### src/core/flash_cmd_params.svh
// Purpose: Constants for the flash erase and sleep command sequencer.
// Assumes: 100 MHz core clock.
// Notes:   Times are in nanoseconds; cycle counts derive from them.
`ifndef FLASH_CMD_PARAMS_SVH
`define FLASH_CMD_PARAMS_SVH
`define CLK_PERIOD_NS          10
`define SECTOR_CLEAR_TIME_NS   20000
`define ARRAY_CLEAR_TIME_NS    100000
`define SLEEP_ENTRY_DELAY_NS   3000
`define WAKE_DELAY_NS          30000
`define SECTOR_CLEAR_CYC       ((`SECTOR_CLEAR_TIME_NS + `CLK_PERIOD_NS - 1) / `CLK_PERIOD_NS)
`define ARRAY_CLEAR_CYC        ((`ARRAY_CLEAR_TIME_NS + `CLK_PERIOD_NS - 1) / `CLK_PERIOD_NS)
`define SLEEP_ENTRY_CYC        ((`SLEEP_ENTRY_DELAY_NS + `CLK_PERIOD_NS - 1) / `CLK_PERIOD_NS)
`define WAKE_CYC               ((`WAKE_DELAY_NS + `CLK_PERIOD_NS - 1) / `CLK_PERIOD_NS)
`define OPC_SECTOR_CLEAR       8'hD8
`define OPC_ARRAY_CLEAR        8'hC7
`define OPC_SLEEP_ENTRY        8'hB9
`define OPC_WAKE               8'hAB
`define OPC_WRITE_UNLOCK       8'h06
`define SECTOR_ADDR_HI         18
`define SECTOR_ADDR_LO         16
`define SECTOR_SEL_W           3
`define FRAME_BITS_OPC         6'd8
`define FRAME_BITS_ADDR        6'd32
`endif

### src/core/flash_cmd_pkg.sv
// Purpose: Types for the flash erase and sleep command sequencer.
// Assumes: Nothing beyond the constants header.
// Notes:   Jobs carry what the timed engine needs.
`default_nettype none
package flash_cmd_pkg;
  typedef enum logic [1:0] {
    JOB_SECTOR,
    JOB_ARRAY,
    JOB_SLEEP,
    JOB_WAKE
  } job_kind_t;
  typedef struct packed {
    job_kind_t  kind;
    logic [2:0] sector;
  } job_t;
endpackage
`default_nettype wire

### src/core/flash_cmd_seq.sv
// Purpose: Serial frame decoder and timed engine for sector erase, array erase,
//          deep sleep entry and wake commands inside a serial flash.
// Assumes: Link pins are asynchronous; SCK is sampled by MCLK_I, mode 0/3.
// Notes:   Erase effects are reported as pulses toward the array.
`default_nettype none
`include "flash_cmd_params.svh"
module flash_cmd_seq #(
  parameter logic [7:0] OPC_SECTOR  = `OPC_SECTOR_CLEAR,
  parameter logic [7:0] OPC_ARRAY   = `OPC_ARRAY_CLEAR,
  parameter logic [7:0] OPC_SLEEP   = `OPC_SLEEP_ENTRY,
  parameter logic [7:0] OPC_WAKE    = `OPC_WAKE,
  parameter logic [7:0] OPC_UNLOCK  = `OPC_WRITE_UNLOCK,
  parameter int         SECTOR_CYC  = `SECTOR_CLEAR_CYC,
  parameter int         ARRAY_CYC   = `ARRAY_CLEAR_CYC,
  parameter int         SLEEP_CYC   = `SLEEP_ENTRY_CYC,
  parameter int         WAKE_CYC    = `WAKE_CYC,
  parameter int         NUM_SECTORS = 8
) (
  input  wire logic                     MCLK_I,
  input  wire logic                     SRST_I,
  input  wire logic                     CS_N_I,
  input  wire logic                     SCK_I,
  input  wire logic                     SDI_I,
  input  wire logic                     RESET_N_I,
  input  wire logic [NUM_SECTORS-1:0]   HW_PROTECT_I,
  input  wire logic [NUM_SECTORS-1:0]   SW_PROTECT_I,
  input  wire logic                     OTHER_CYCLE_BUSY_I,
  output logic                          BUSY_FLAG_O,
  output logic                          WRITE_UNLOCK_LATCH_O,
  output logic                          DEEP_SLEEP_O,
  output logic                          STANDBY_O,
  output logic                          RESET_MODE_O,
  output logic                          LOCK_CLEAR_O,
  output logic                          SECTOR_CLEAR_O,
  output logic [`SECTOR_SEL_W-1:0]      SECTOR_SEL_O,
  output logic                          ARRAY_CLEAR_O
);
  // ----------------------------------------------------------------------
  // Elaboration checks
  // ----------------------------------------------------------------------
  // The sector select is three bits wide, so exactly eight sectors are served,
  // and every delay must fit the shared 24-bit down-counter.
  localparam int TIMER_MAX = 24'hFF_FFFF;
  if (NUM_SECTORS != 8) begin : g_bad_sectors
    $error("flash_cmd_seq: NUM_SECTORS must be 8");
  end
  if (SECTOR_CYC < 1 || SECTOR_CYC > TIMER_MAX) begin : g_bad_sector_cyc
    $error("flash_cmd_seq: SECTOR_CYC out of range");
  end
  if (ARRAY_CYC < 1 || ARRAY_CYC > TIMER_MAX) begin : g_bad_array_cyc
    $error("flash_cmd_seq: ARRAY_CYC out of range");
  end
  if (SLEEP_CYC < 1 || SLEEP_CYC > TIMER_MAX) begin : g_bad_sleep_cyc
    $error("flash_cmd_seq: SLEEP_CYC out of range");
  end
  if (WAKE_CYC < 1 || WAKE_CYC > TIMER_MAX) begin : g_bad_wake_cyc
    $error("flash_cmd_seq: WAKE_CYC out of range");
  end

  // ----------------------------------------------------------------------
  // Pin synchronisers
  // ----------------------------------------------------------------------
  logic [3:0] meta_q;
  logic [3:0] sync_q;
  logic       sck_prev_q;
  always_ff @(posedge MCLK_I) begin
    if (SRST_I) begin
      meta_q     <= 4'h9;
      sync_q     <= 4'h9;
      sck_prev_q <= 1'b0;
    end else begin
      meta_q     <= {RESET_N_I, SDI_I, SCK_I, CS_N_I};
      sync_q     <= meta_q;
      sck_prev_q <= sync_q[1];
    end
  end
  logic cs_n;
  logic sck_rise;
  logic sdi;
  logic rst_pin_n;
  assign cs_n      = sync_q[0];
  assign sck_rise  = sync_q[1] & ~sck_prev_q;
  assign sdi       = sync_q[2];
  assign rst_pin_n = sync_q[3];

  logic cs_prev_q;
  always_ff @(posedge MCLK_I) begin
    if (SRST_I) begin
      cs_prev_q <= 1'b1;
    end else begin
      cs_prev_q <= cs_n;
    end
  end
  logic cs_rise;
  assign cs_rise = cs_n & ~cs_prev_q;

  // ----------------------------------------------------------------------
  // Frame shifter
  // ----------------------------------------------------------------------
  // The counter saturates so that very long frames can never alias onto a
  // valid length.
  logic [5:0]  bits_q;
  logic [31:0] shift_q;
  always_ff @(posedge MCLK_I) begin
    if (SRST_I || cs_n || !rst_pin_n) begin
      bits_q <= 6'd0;
    end else if (sck_rise && bits_q != 6'd63) begin
      bits_q <= bits_q + 6'd1;
    end
  end
  always_ff @(posedge MCLK_I) begin
    if (SRST_I) begin
      shift_q <= 32'h0000_0000;
    end else if (!cs_n && sck_rise) begin
      shift_q <= {shift_q[30:0], sdi};
    end
  end

  // ----------------------------------------------------------------------
  // Decode at deselect
  // ----------------------------------------------------------------------
  typedef enum logic [2:0] {
    ENG_STANDBY,
    ENG_ERASE,
    ENG_SLEEP_WAIT,
    ENG_DEEP_SLEEP,
    ENG_WAKE_WAIT,
    ENG_RESET
  } state_t;
  state_t state_q;

  logic [7:0]                opc8;
  logic [7:0]                opc32;
  logic [`SECTOR_SEL_W-1:0]  sec_addr;
  logic                      len_opc;
  logic                      len_addr;
  logic                      engine_busy;
  logic                      sleeping;
  assign opc8        = shift_q[7:0];
  assign opc32       = shift_q[31:24];
  assign sec_addr    = shift_q[`SECTOR_ADDR_HI:`SECTOR_ADDR_LO];
  assign len_opc     = (bits_q == `FRAME_BITS_OPC);
  assign len_addr    = (bits_q == `FRAME_BITS_ADDR);
  assign engine_busy = (state_q == ENG_ERASE) || OTHER_CYCLE_BUSY_I;
  assign sleeping    = (state_q == ENG_DEEP_SLEEP);

  logic go_sector;
  logic go_array;
  logic go_sleep;
  logic go_wake;
  logic go_unlock;
  always_comb begin
    go_sector = 1'b0;
    go_array  = 1'b0;
    go_sleep  = 1'b0;
    go_wake   = 1'b0;
    go_unlock = 1'b0;
    if (cs_rise && rst_pin_n && !engine_busy && state_q != ENG_SLEEP_WAIT && state_q != ENG_WAKE_WAIT) begin
      if (sleeping) begin
        go_wake = len_opc && opc8 == OPC_WAKE;
      end else if (state_q == ENG_STANDBY) begin
        go_sector = len_addr && opc32 == OPC_SECTOR && WRITE_UNLOCK_LATCH_O
                    && !HW_PROTECT_I[sec_addr];
        go_array  = len_opc && opc8 == OPC_ARRAY && WRITE_UNLOCK_LATCH_O
                    && !(|HW_PROTECT_I) && !(|SW_PROTECT_I);
        go_sleep  = len_opc && opc8 == OPC_SLEEP;
        go_unlock = len_opc && opc8 == OPC_UNLOCK;
      end
    end
  end

  // ----------------------------------------------------------------------
  // Timed engine
  // ----------------------------------------------------------------------
  // ----------------------------------------------------------------------
  // Job record
  // ----------------------------------------------------------------------
  // The accepted command and its sector travel together, so the sector clear
  // pulse and the sector select always describe the same job.
  flash_cmd_pkg::job_t job_q;
  always_ff @(posedge MCLK_I) begin
    if (SRST_I) begin
      job_q <= '{kind: flash_cmd_pkg::JOB_SECTOR, sector: 3'b000};
    end else if (go_sector) begin
      job_q <= '{kind: flash_cmd_pkg::JOB_SECTOR, sector: sec_addr};
    end else if (go_array) begin
      job_q <= '{kind: flash_cmd_pkg::JOB_ARRAY, sector: 3'b000};
    end else if (go_sleep) begin
      job_q <= '{kind: flash_cmd_pkg::JOB_SLEEP, sector: 3'b000};
    end else if (go_wake) begin
      job_q <= '{kind: flash_cmd_pkg::JOB_WAKE, sector: 3'b000};
    end
  end

  // ----------------------------------------------------------------------
  // Timed engine
  // ----------------------------------------------------------------------
  // One down-counter serves every delay: only one timed phase can run at a
  // time, so a second counter would sit idle and only cost area.
  logic [23:0] timer_q;
  always_ff @(posedge MCLK_I) begin
    if (SRST_I) begin
      state_q <= ENG_STANDBY;
      timer_q <= 24'h00_0000;
    end else if (!rst_pin_n) begin
      state_q <= ENG_RESET;
      timer_q <= 24'h00_0000;
    end else begin
      unique case (state_q)
        ENG_STANDBY: begin
          if (go_sector) begin
            state_q <= ENG_ERASE;
            timer_q <= 24'(SECTOR_CYC - 1);
          end else if (go_array) begin
            state_q <= ENG_ERASE;
            timer_q <= 24'(ARRAY_CYC - 1);
          end else if (go_sleep) begin
            state_q <= ENG_SLEEP_WAIT;
            timer_q <= 24'(SLEEP_CYC - 1);
          end
        end
        ENG_ERASE, ENG_SLEEP_WAIT, ENG_WAKE_WAIT: begin
          if (timer_q != 24'h00_0000) begin
            timer_q <= timer_q - 24'h00_0001;
          end else if (state_q == ENG_SLEEP_WAIT) begin
            state_q <= ENG_DEEP_SLEEP;
          end else begin
            state_q <= ENG_STANDBY;
          end
        end
        ENG_DEEP_SLEEP: begin
          if (go_wake) begin
            state_q <= ENG_WAKE_WAIT;
            timer_q <= 24'(WAKE_CYC - 1);
          end
        end
        ENG_RESET: begin
          state_q <= ENG_STANDBY;
        end
        // Codes six and seven have no state; fall back to standby.
        default: begin
          state_q <= ENG_STANDBY;
          timer_q <= 24'h00_0000;
        end
      endcase
    end
  end

  // ----------------------------------------------------------------------
  // Status outputs
  // ----------------------------------------------------------------------
  // The latch drops when the erase starts, which lies before completion.
  always_ff @(posedge MCLK_I) begin
    if (SRST_I || !rst_pin_n) begin
      WRITE_UNLOCK_LATCH_O <= 1'b0;
    end else if (go_sector || go_array) begin
      WRITE_UNLOCK_LATCH_O <= 1'b0;
    end else if (go_unlock) begin
      WRITE_UNLOCK_LATCH_O <= 1'b1;
    end
  end

  always_ff @(posedge MCLK_I) begin
    if (SRST_I) begin
      BUSY_FLAG_O <= 1'b0;
    end else begin
      BUSY_FLAG_O <= rst_pin_n && (go_sector || go_array ||
                     (state_q == ENG_ERASE && timer_q != 24'h00_0000));
    end
  end

  // The wake delay still counts as deep sleep: the host may not select the
  // device again until it has passed.
  always_ff @(posedge MCLK_I) begin
    if (SRST_I) begin
      DEEP_SLEEP_O <= 1'b0;
      STANDBY_O    <= 1'b1;
    end else begin
      DEEP_SLEEP_O <= rst_pin_n && (state_q == ENG_DEEP_SLEEP || state_q == ENG_WAKE_WAIT);
      STANDBY_O    <= rst_pin_n && state_q == ENG_STANDBY && cs_n && !go_sector
                      && !go_array && !go_sleep;
    end
  end

  // ----------------------------------------------------------------------
  // Reset pin reporting
  // ----------------------------------------------------------------------
  // Both flags follow the synchronised pin, so they lag it by the two
  // synchroniser stages plus this register.
  always_ff @(posedge MCLK_I) begin
    if (SRST_I) begin
      RESET_MODE_O <= 1'b0;
      LOCK_CLEAR_O <= 1'b0;
    end else begin
      RESET_MODE_O <= !rst_pin_n;
      LOCK_CLEAR_O <= !rst_pin_n;
    end
  end

  // ----------------------------------------------------------------------
  // Array pulses
  // ----------------------------------------------------------------------
  // Completion is reported as a one-cycle pulse; the array side does the
  // actual clearing to all ones. An aborted erase never reaches this point.
  logic erase_done;
  assign erase_done = rst_pin_n && state_q == ENG_ERASE && timer_q == 24'h00_0000;
  always_ff @(posedge MCLK_I) begin
    if (SRST_I) begin
      SECTOR_CLEAR_O <= 1'b0;
      ARRAY_CLEAR_O  <= 1'b0;
    end else begin
      SECTOR_CLEAR_O <= erase_done && job_q.kind == flash_cmd_pkg::JOB_SECTOR;
      ARRAY_CLEAR_O  <= erase_done && job_q.kind == flash_cmd_pkg::JOB_ARRAY;
    end
  end

  always_ff @(posedge MCLK_I) begin
    if (SRST_I) begin
      SECTOR_SEL_O <= '0;
    end else if (job_q.kind == flash_cmd_pkg::JOB_SECTOR) begin
      SECTOR_SEL_O <= job_q.sector;
    end
  end
endmodule // flash_cmd_seq
`default_nettype wire

### config.mk
export PLATFORM = sky130hd
export DESIGN_NAME = flash_cmd_seq
export DESIGN_NICKNAME = d
export VERILOG_FILES = /design/src/core/flash_cmd_pkg.sv /design/src/core/flash_cmd_seq.sv
export VERILOG_INCLUDE_DIRS = /design/src /design/src/core
export SDC_FILE = /design/constraint.sdc
export NUM_CORES = 1
export LEC_CHECK = 0
export ABC_AREA = 1
export BUFFER_PORTS_ARGS = -buffer_cell sky130_fd_sc_hd__buf_2
export CAP_MARGIN = 20
export CORE_ASPECT_RATIO = 1.4
export CORE_MARGIN = 10
export CORE_UTILIZATION = 35
export CTS_BUF_LIST = sky130_fd_sc_hd__clkbuf_8
export DETAILED_ROUTE_END_ITERATION = 12
export PLACE_DENSITY_LB_ADDON = 0.05
export SLEW_MARGIN = 20
export SYNTH_ARGS = -nofsm -noshare
export SYNTH_HDL_FRONTEND = slang
export SYNTH_SLANG_ARGS = --single-unit
### constraint.sdc
create_clock -name MCLK_I -period 3.4 [get_ports MCLK_I]
set_input_delay 0.68 -clock MCLK_I [delete_from_list [all_inputs] [get_ports MCLK_I]]
set_output_delay 0.68 -clock MCLK_I [all_outputs]
set_load 0.02 [all_outputs]
==> impl_results.md, run 1 <==
* Clock slew at reported path FFs at 0.10 ns
* # diodes at 0
* Synth Cell Area at 0.00448 sq mm
* Post-synth EDFFs at 0
* Cell count after placement at 833
* Peak supply drop at 0.292 mV
* Nets at 721
* Post-synth top area share at 40.3%
* Hold crit path type: reg2reg
* Avg WL per Cell at 13.5 um
* First-pass iteration count of the detailed router at 4
* Placed instance area at 0.00476 sq mm
* Post-CTS Resized at 0
* Area grow syn2layout at 11.7%
* Fmax at 404 MHz
* Finished Cell Area at 0.00500 sq mm
* Synth Instances at 668
* Setup violators final at 0
* Post-DP HPWL at 8.39 mm
* Setup WS post-layout at 0.923 ns
* Clk_skew at 0.0130 ns
* Initial antenna violation count at 0
* CTS Buf Count at 9
* I/O pin cnt at 34
* Placer Congestion at 0.823
* Iter 0 DRT Violations at 286
* Setup_tns at 0 ns
* Synth warn at 0
* Post-CTS Setup Repair Bufs at 0
* Vias in the first global route at 3,937
* GRT overflow at 0
* Total track usage at 13.3%
* Die footprint at 0.0178 sq mm
* Critical-path cell list: nor2_1 > nand2_1 > nand3_2 > buf_4 > nor3_2 > nand2_1 > nand4_4 > nand3_4 > o21ai_1 > nor2_1
* Status: finished, final reports clean
* Synth Flop Type: dfxtp_1
* Share of the yosys chip area belonging to registers at 40.3%
* Critical Path RT at 3.67 ns
* Final wirelength at 11.4 mm
* Ys async rst share at 0%
* Post-Syn Area per Cell at 6.70 sq um
* Post-layout util at 40.2%
* Share of cells above drive strength 1 at 11.3%
* ANT nets after route at 0
* Max-cap check violation count at 0
* Arrival time at the worst endpoint at 2.74 ns
* DR top layer: met4
* Core area at 0.0124 sq mm
* Yosys cell types at 36
* Residual DRC at 0
* WL met2 at 6.14 mm
* H-tree levels at 3
* CTS Buffer Depth at 2
* Rows at 48
* PortBufs at 33
* Yosys reg bits at 90
* Top cells by area, synth: dfxtp_1 40%, nand2_1 11%, nor2_1 10%, inv_1 7.4%, a21oi_1 6.6%
* Die outline width at 116 um
* Worst-Margin Slew at 0.486 ns
* Global-route wire length before repair at 19.1 mm
* Clk sinks at 90
* CP Buf/Inv Count at 1
* Met3 WL post-DR at 186 um
* Top cells by count, synth: 127 x nand2_1, 123 x nor2_1, 90 x dfxtp_1
* RSZ-0062 raised after global routing: no
* CP top delay family: simple AND/OR/NAND/NOR gates
* Fin. max-slew vios at 0
* Effective utilization at floorplan at 36.0%
* Hold_buf cts at 0
* Via/cell ratio at 4.81
* CP max stage cell: dfxtp_1
* Max-slew headroom at 67.3%
* Most common cell in the netlist: nand2_1
* Max incr delay on CP at 0.46 ns
* Critical path class: reg2reg
* Post-Place Worst Slack at 0.769 ns
* DR vias at 4,092
* Crit path time final at 2.48 ns
* Final worst-path cycle share at 72.8%
* Layout Cells excl Fill at 850
* Worst skew pair latency at 0.37 ns
* CP Max Fanout at 36
* Wl on met1 at 4.95 mm
* Largest net degree at the start of global routing at 64
* CP endpoint kind: flop
* Root buf cell: clkbuf_8
* CTS tree: yes
* Worst Setup Start Kind: flop
* Synth area leader: dfxtp_1
* Final hold slack at 0.406 ns
* Syn nets at 694
* Power per cell area at 720 mW/mm^2
* Die Ht at 154 um
* Lkg Pwr at 2.14 nW
* Total power at 3.60 mW
* Final Hold Vio Count at 0
final timing paths:
path         startpoint          to  slack (ns)  cells past startpoint
max reg2reg  state_q[1]  timer_q[5]        0.92                     10
min reg2reg   meta_q[2]   sync_q[2]        0.41                      2
max          state_q[1]  timer_q[5]        0.92                     10
min           meta_q[2]   sync_q[2]        0.41                      2
metal layers:
layer  vias up  track usage [%]
met3        14             2.22
li1       2196                -
met1      1855             15.1
met2        27             23.9
met5         -                0
met4         0             5.33
registers in the layout, indices dropped and copies added (netlist names):
register	cells
ARRAY_CLEAR_O	1
DEEP_SLEEP_O	1
SECTOR_CLEAR_O	1
job_q	5
SECTOR_SEL_O	3
sck_prev_q	1
bits_q	6
STANDBY_O	1
cs_prev_q	1
WRITE_UNLOCK_LATCH_O	1
BUSY_FLAG_O	1
LOCK_CLEAR_O	1
state_q	3
sync_q	4
timer_q	24
shift_q	32
meta_q	4
where the power goes:
group          total [mW]  switching, mW  internal (mW)
combinational        1.51           1.03          0.475
sequential           1.25         0.0978           1.16
clock               0.836          0.415          0.421
layout make-up:
| class | instances | area [sq um] |
|---|---|---|
| Fill cell | 1372 | 7430 |
| Multi-Input combinational cell | 462 | 2210 |
| Sequential cell | 90 | 1800 |
| Inverter | 93 | 352 |
| Timing Repair Buffer | 39 | 223 |
| Tap cell | 150 | 188 |
| Clock buffer | 9 | 124 |
| Clock inverter | 7 | 98.8 |
worst reg2reg max path: cells and delay by family, from the launching register on:
family	cells	cell delay (ns)
and+or+nand+nor	8	1.45
AOI/OAI and AO/OA	1	0.27
DFF	1	0.46
buffers and inverters	1	0.22
cell families (layout without fill, tap and decap cells):
group,after synthesis,count (layout),share of synthesized area (%)
AND/OR/NAND/NOR,337,337,33.7
buffers and inverters,116,148,10.4
flip-flops,90,90,40.3
XOR/XNOR,9,9,1.76
AO/OA/AOI/OAI,113,113,13.1
adder cells (fa/ha/maj),3,3,0.839
layout by cell type (no fill, tap or decap), drive strengths merged, types with 2 or more instances in the layout:
master and n:
a21oi 59, buf 39, bufinv 2, clkbuf 9, dfxtp 90, ha 3, inv 96, nand2 128
nand3 28, nand3b 3, nand4 24, nor2 126, nor3 19, nor4 3, o21ai 47, o31ai 3
or2 4, xor2 8
No activity file was read; power rests on OpenSTA's default activity.
==> run 2, diff against run 1 <==
--- a/config.mk
+++ b/config.mk
@@ -6,7 +6,7 @@
 export SDC_FILE = /design/constraint.sdc
 export NUM_CORES = 1
 export LEC_CHECK = 0
-export ABC_AREA = 1
+export ABC_AREA = 0
 export BUFFER_PORTS_ARGS = -buffer_cell sky130_fd_sc_hd__buf_2
 export CAP_MARGIN = 20
 export CORE_ASPECT_RATIO = 1.4
==> constraint.sdc (replaced) <==
create_clock -name MCLK_I -period 2.2 [get_ports MCLK_I]
set_input_delay 0.44 -clock MCLK_I [delete_from_list [all_inputs] [get_ports MCLK_I]]
set_output_delay 0.44 -clock MCLK_I [all_outputs]
set_load 0.02 [all_outputs]
==> run 2 against run 1 <==
Worst setup slack worse by 1.1 ns. Total power is 130% higher. Area after synthesis is 3.9% lower. Flip-flop and latch count unchanged. Critical path type unchanged. Sequential share of layout area is 6.4 points lower. Die area down 3.3%. The flow now finishes with violations (setup timing). Worst hold slack got worse by 0.16 ns. Core utilization is 11 points higher. Sequential power grew 57%.
==> impl_results.md, run 2 <==
* Via/cell ratio at 5.32 (was 4.81)
* Post-DP HPWL at 9.40 mm (was 8.39 mm)
* Most frequent cells in the layout: 113 x buf_4, 85 x dfxtp_1, 80 x nand2_1 (was 127 x nand2_1, 123 x nor2_1, 90 x dfxtp_1)
* CTS Buf Count at 9 (unchanged)
* Met3 Use GR at 2.38% (was 2.22%)
* Clk sinks at 90 (unchanged)
* Share of the yosys chip area belonging to registers at 41.9% (was 40.3%)
* Setup WS post-layout at -0.152 ns (was 0.923 ns)
* Clk_skew at 0.0119 ns (was 0.0130 ns)
* Final hold slack at 0.241 ns (was 0.406 ns)
* Most common library cell in the layout ignoring fill and taps: buf_4 (was nand2_1)
* Post-synth top area share at 41.9% (was 40.3%)
* Top cells by area, synth: dfxtp_1 42%, nand2_1 7.0%, a21oi_1 6.3%, nor2_1 3.3%, nor3_1 2.7% (was dfxtp_1 40%, nand2_1 11%, nor2_1 10%, inv_1 7.4%, a21oi_1 6.6%)
* Residual DRC at 0 (unchanged)
* Grt met2 use at 29.2% (was 23.9%)
* Hold_buf cts at 0 (unchanged)
* Flip-flop count of the largest register after layout at 32 (unchanged)
* Root buf cell: clkbuf_8 (unchanged)
* Core area at 0.0119 sq mm (was 0.0124 sq mm)
* Global-route wire length before repair at 21.3 mm (was 19.1 mm)
* Power per cell area at 1380 mW/mm^2 (was 720 mW/mm^2)
* Cell count after placement at 766 (was 833)
* Reg2reg setup slack at -0.15 ns (was 0.92 ns)
* Yosys reg bits at 90 (unchanged)
* Syn nets at 538 (was 694)
* Avg WL per Cell at 16.8 um (was 13.5 um)
* Worst skew pair latency at 0.37 ns (about the same)
* Synth area leader: dfxtp_1 (unchanged)
* I/O pin cnt at 34 (unchanged)
* Lkg Pwr at 2.30 nW (was 2.14 nW)
* CP Max Fanout at 5 (was 36)
* Yosys cell types at 67 (was 36)
* Setup violators final at 24 (was 0)
* Clock slew at reported path FFs at 0.11 ns (was 0.10 ns)
* Critical path class: reg2reg (unchanged)
* Largest net degree at the start of global routing at 41 (was 64)
* H-tree levels at 3 (unchanged)
* R2R Path Start: shift_q[17] (was state_q[1])
* Placer Congestion at 0.841 (was 0.823)
* Effective utilization at floorplan at 36.0% (about the same)
* ANT nets after route at 0 (unchanged)
* Post-Syn Area per Cell at 8.40 sq um (was 6.70 sq um)
* Iter 0 DRT Violations at 174 (was 286)
* CP endpoint kind: flop (unchanged)
* Worst-Margin Slew at 0.604 ns (was 0.486 ns)
* Most utilized layer in the global route result: met2 (unchanged)
* Crit path time final at 2.35 ns (was 2.48 ns)
* Arrival time at the worst endpoint at 2.60 ns (was 2.74 ns)
* Post-synth EDFFs at 0 (unchanged)
* Worst reg-to-reg path cell count at 9 (was 10)
* Failing checks: setup timing
* Most common cell in the netlist: dfxtp_1 (was nand2_1)
* PortBufs at 33 (unchanged)
* First-pass iteration count of the detailed router at 5 (was 4)
* Critical Path RT at 2.45 ns (was 3.67 ns)
* Max-cap check violation count at 0 (unchanged)
* Share of cells above drive strength 1 at 40.0% (was 11.3%)
* Ys async rst share at 0% (unchanged)
* Layout Cells excl Fill at 802 (was 850)
* Final wirelength at 13.5 mm (was 11.4 mm)
* Biggest regs: shift_q: 32 flops, timer_q: 24 flops, bits_q: 6 flops (unchanged)
* Peak supply drop at 0.656 mV (was 0.292 mV)
* GRT overflow at 0 (unchanged)
* Hold path depth at 2 (unchanged)
* Fmax at 425 MHz (was 404 MHz)
* RSZ-0062 raised after global routing: yes (was no)
* Status: complete, but fails checks (was finished, final reports clean)
* Top cells by count, synth: 90 x dfxtp_1, 80 x nand2_1, 54 x a21oi_1 (was 127 x nand2_1, 123 x nor2_1, 90 x dfxtp_1)
* Nets at 676 (was 721)
* Synth Instances at 512 (was 668)
* DR vias at 4,267 (was 4,092)
* Final Hold Vio Count at 0 (unchanged)
* Reg2reg end: timer_q[10] (was timer_q[5])
* Area grow syn2layout at 41.8% (was 11.7%)
* Vias in the first global route at 4,308 (was 3,937)
* Synth Cell Area at 0.00430 sq mm (was 0.00448 sq mm)
* CTS tree: yes (unchanged)
* Worst Hold Launch: RESET_N_I (was meta_q[2])
* Die footprint at 0.0172 sq mm (was 0.0178 sq mm)
* Setup_tns at -2.69 ns (was 0 ns)
* Total track usage at 15.3% (was 13.3%)
* Hold Path Sink: meta_q[3] (was sync_q[2])
* Final worst-path cycle share at 107% (was 72.8%)
* Die Ht at 151 um (was 154 um)
* Total power at 8.42 mW (was 3.60 mW)
* Fin. max-slew vios at 0 (unchanged)
* Hold crit path type: in2reg (was reg2reg)
* Worst Setup Start Kind: flop (unchanged)
* Synth Flop Type: dfxtp_1 (unchanged)
* Die outline width at 114 um (was 116 um)
* CTS Buffer Depth at 2 (unchanged)
* Post-Place Worst Slack at -0.381 ns (was 0.769 ns)
* Placed instance area at 0.00535 sq mm (was 0.00476 sq mm)
* Initial antenna violation count at 0 (unchanged)
* Post-layout util at 51.1% (was 40.2%)
* Rows at 47 (was 48)
* Finished Cell Area at 0.00610 sq mm (was 0.00500 sq mm)
* # diodes at 0 (unchanged)
* Top reg by flops: shift_q (unchanged)
* M1 GR Usage at 16.5% (was 15.1%)
* Max-slew headroom at 59.4% (was 67.3%)
* Synth warn at 0 (unchanged)
[run 2: changes by cell type after synthesis, moves of 13 or more]
cell	delta
inv_1	-80
nand2_1	-47
a31oi_1	+13
o21ai_0	-28
nand4_1	-17
nor2_1	-85
[run 2: kinds of logic (layout without fill, tap and decap cells)]
group / Yosys count / count (layout) / share of synthesized area [%]
XOR/XNOR: 9 / 9 / 1.83
AND/OR/NAND/NOR: 228 / 229 / 28.5
adder cells (fa/ha/maj): 3 / 3 / 0.873
flip-flops: 90 / 90 / 41.9
multiplexers: 3 / 3 / 0.990
buffers and inverters: 42 / 184 / 4.69
AO/OA/AOI/OAI: 137 / 137 / 21.2
[run 2: how the worst max path moves through the flow]
stage | startpoint | endpoint | slack, ns | depth (start not counted)
detailed placement | HW_PROTECT_I[4] | timer_q[1] | -0.38 | 8
CTS | bits_q[1] | timer_q[10] | -0.23 | 12
finish | shift_q[17] | timer_q[10] | -0.15 | 9
global placement | bits_q[0] | state_q[2] | -0.36 | 11
global route | timer_q[1] | timer_q[1] | -0.26 | 9
floorplan | shift_q[17] | timer_q[11] | -0.05 | 9
[run 2: worst max-delay path, cell delays in order (launching register included)]
cell and delay (ns):
dfxtp_4 0.38, mux4_2 0.49, nand2b_4 0.17, a2111oi_4 0.33, buf_4 0.18, nor4_4 0.07, buf_12 0.14, buf_4 0.15
o311ai_4 0.22, o31ai_1 0.11
[run 2: per-layer routing]
layer	routed length, um	share of wire, %
met5	0	0
met4	250	1.9
met3	385	2.9
met2	7340	55
met1	5480	41
[run 2: area by class of cell]
class	instances	area, sq um
fillers	1174	5840
multi-input cells	381	2670
flip-flops and latches	90	1810
repair buffers	160	1210
well taps	147	184
clock buffers	9	124
clock inverters	7	66.3
inverters	8	30.0
[run 2: where the power goes]
group | switching [mW] | internal (mW) | total (mW)
registers | 0.139 | 1.82 | 1.96
logic | 2.75 | 2.56 | 5.31
clock network | 0.703 | 0.443 | 1.15
[run 2: repair_timing]
action                     CTS  global route
setup endpoints to repair   35            36
buffers inserted             9            12
pin swaps                   12            29
gates resized for setup     35            44
cloned                       0             2
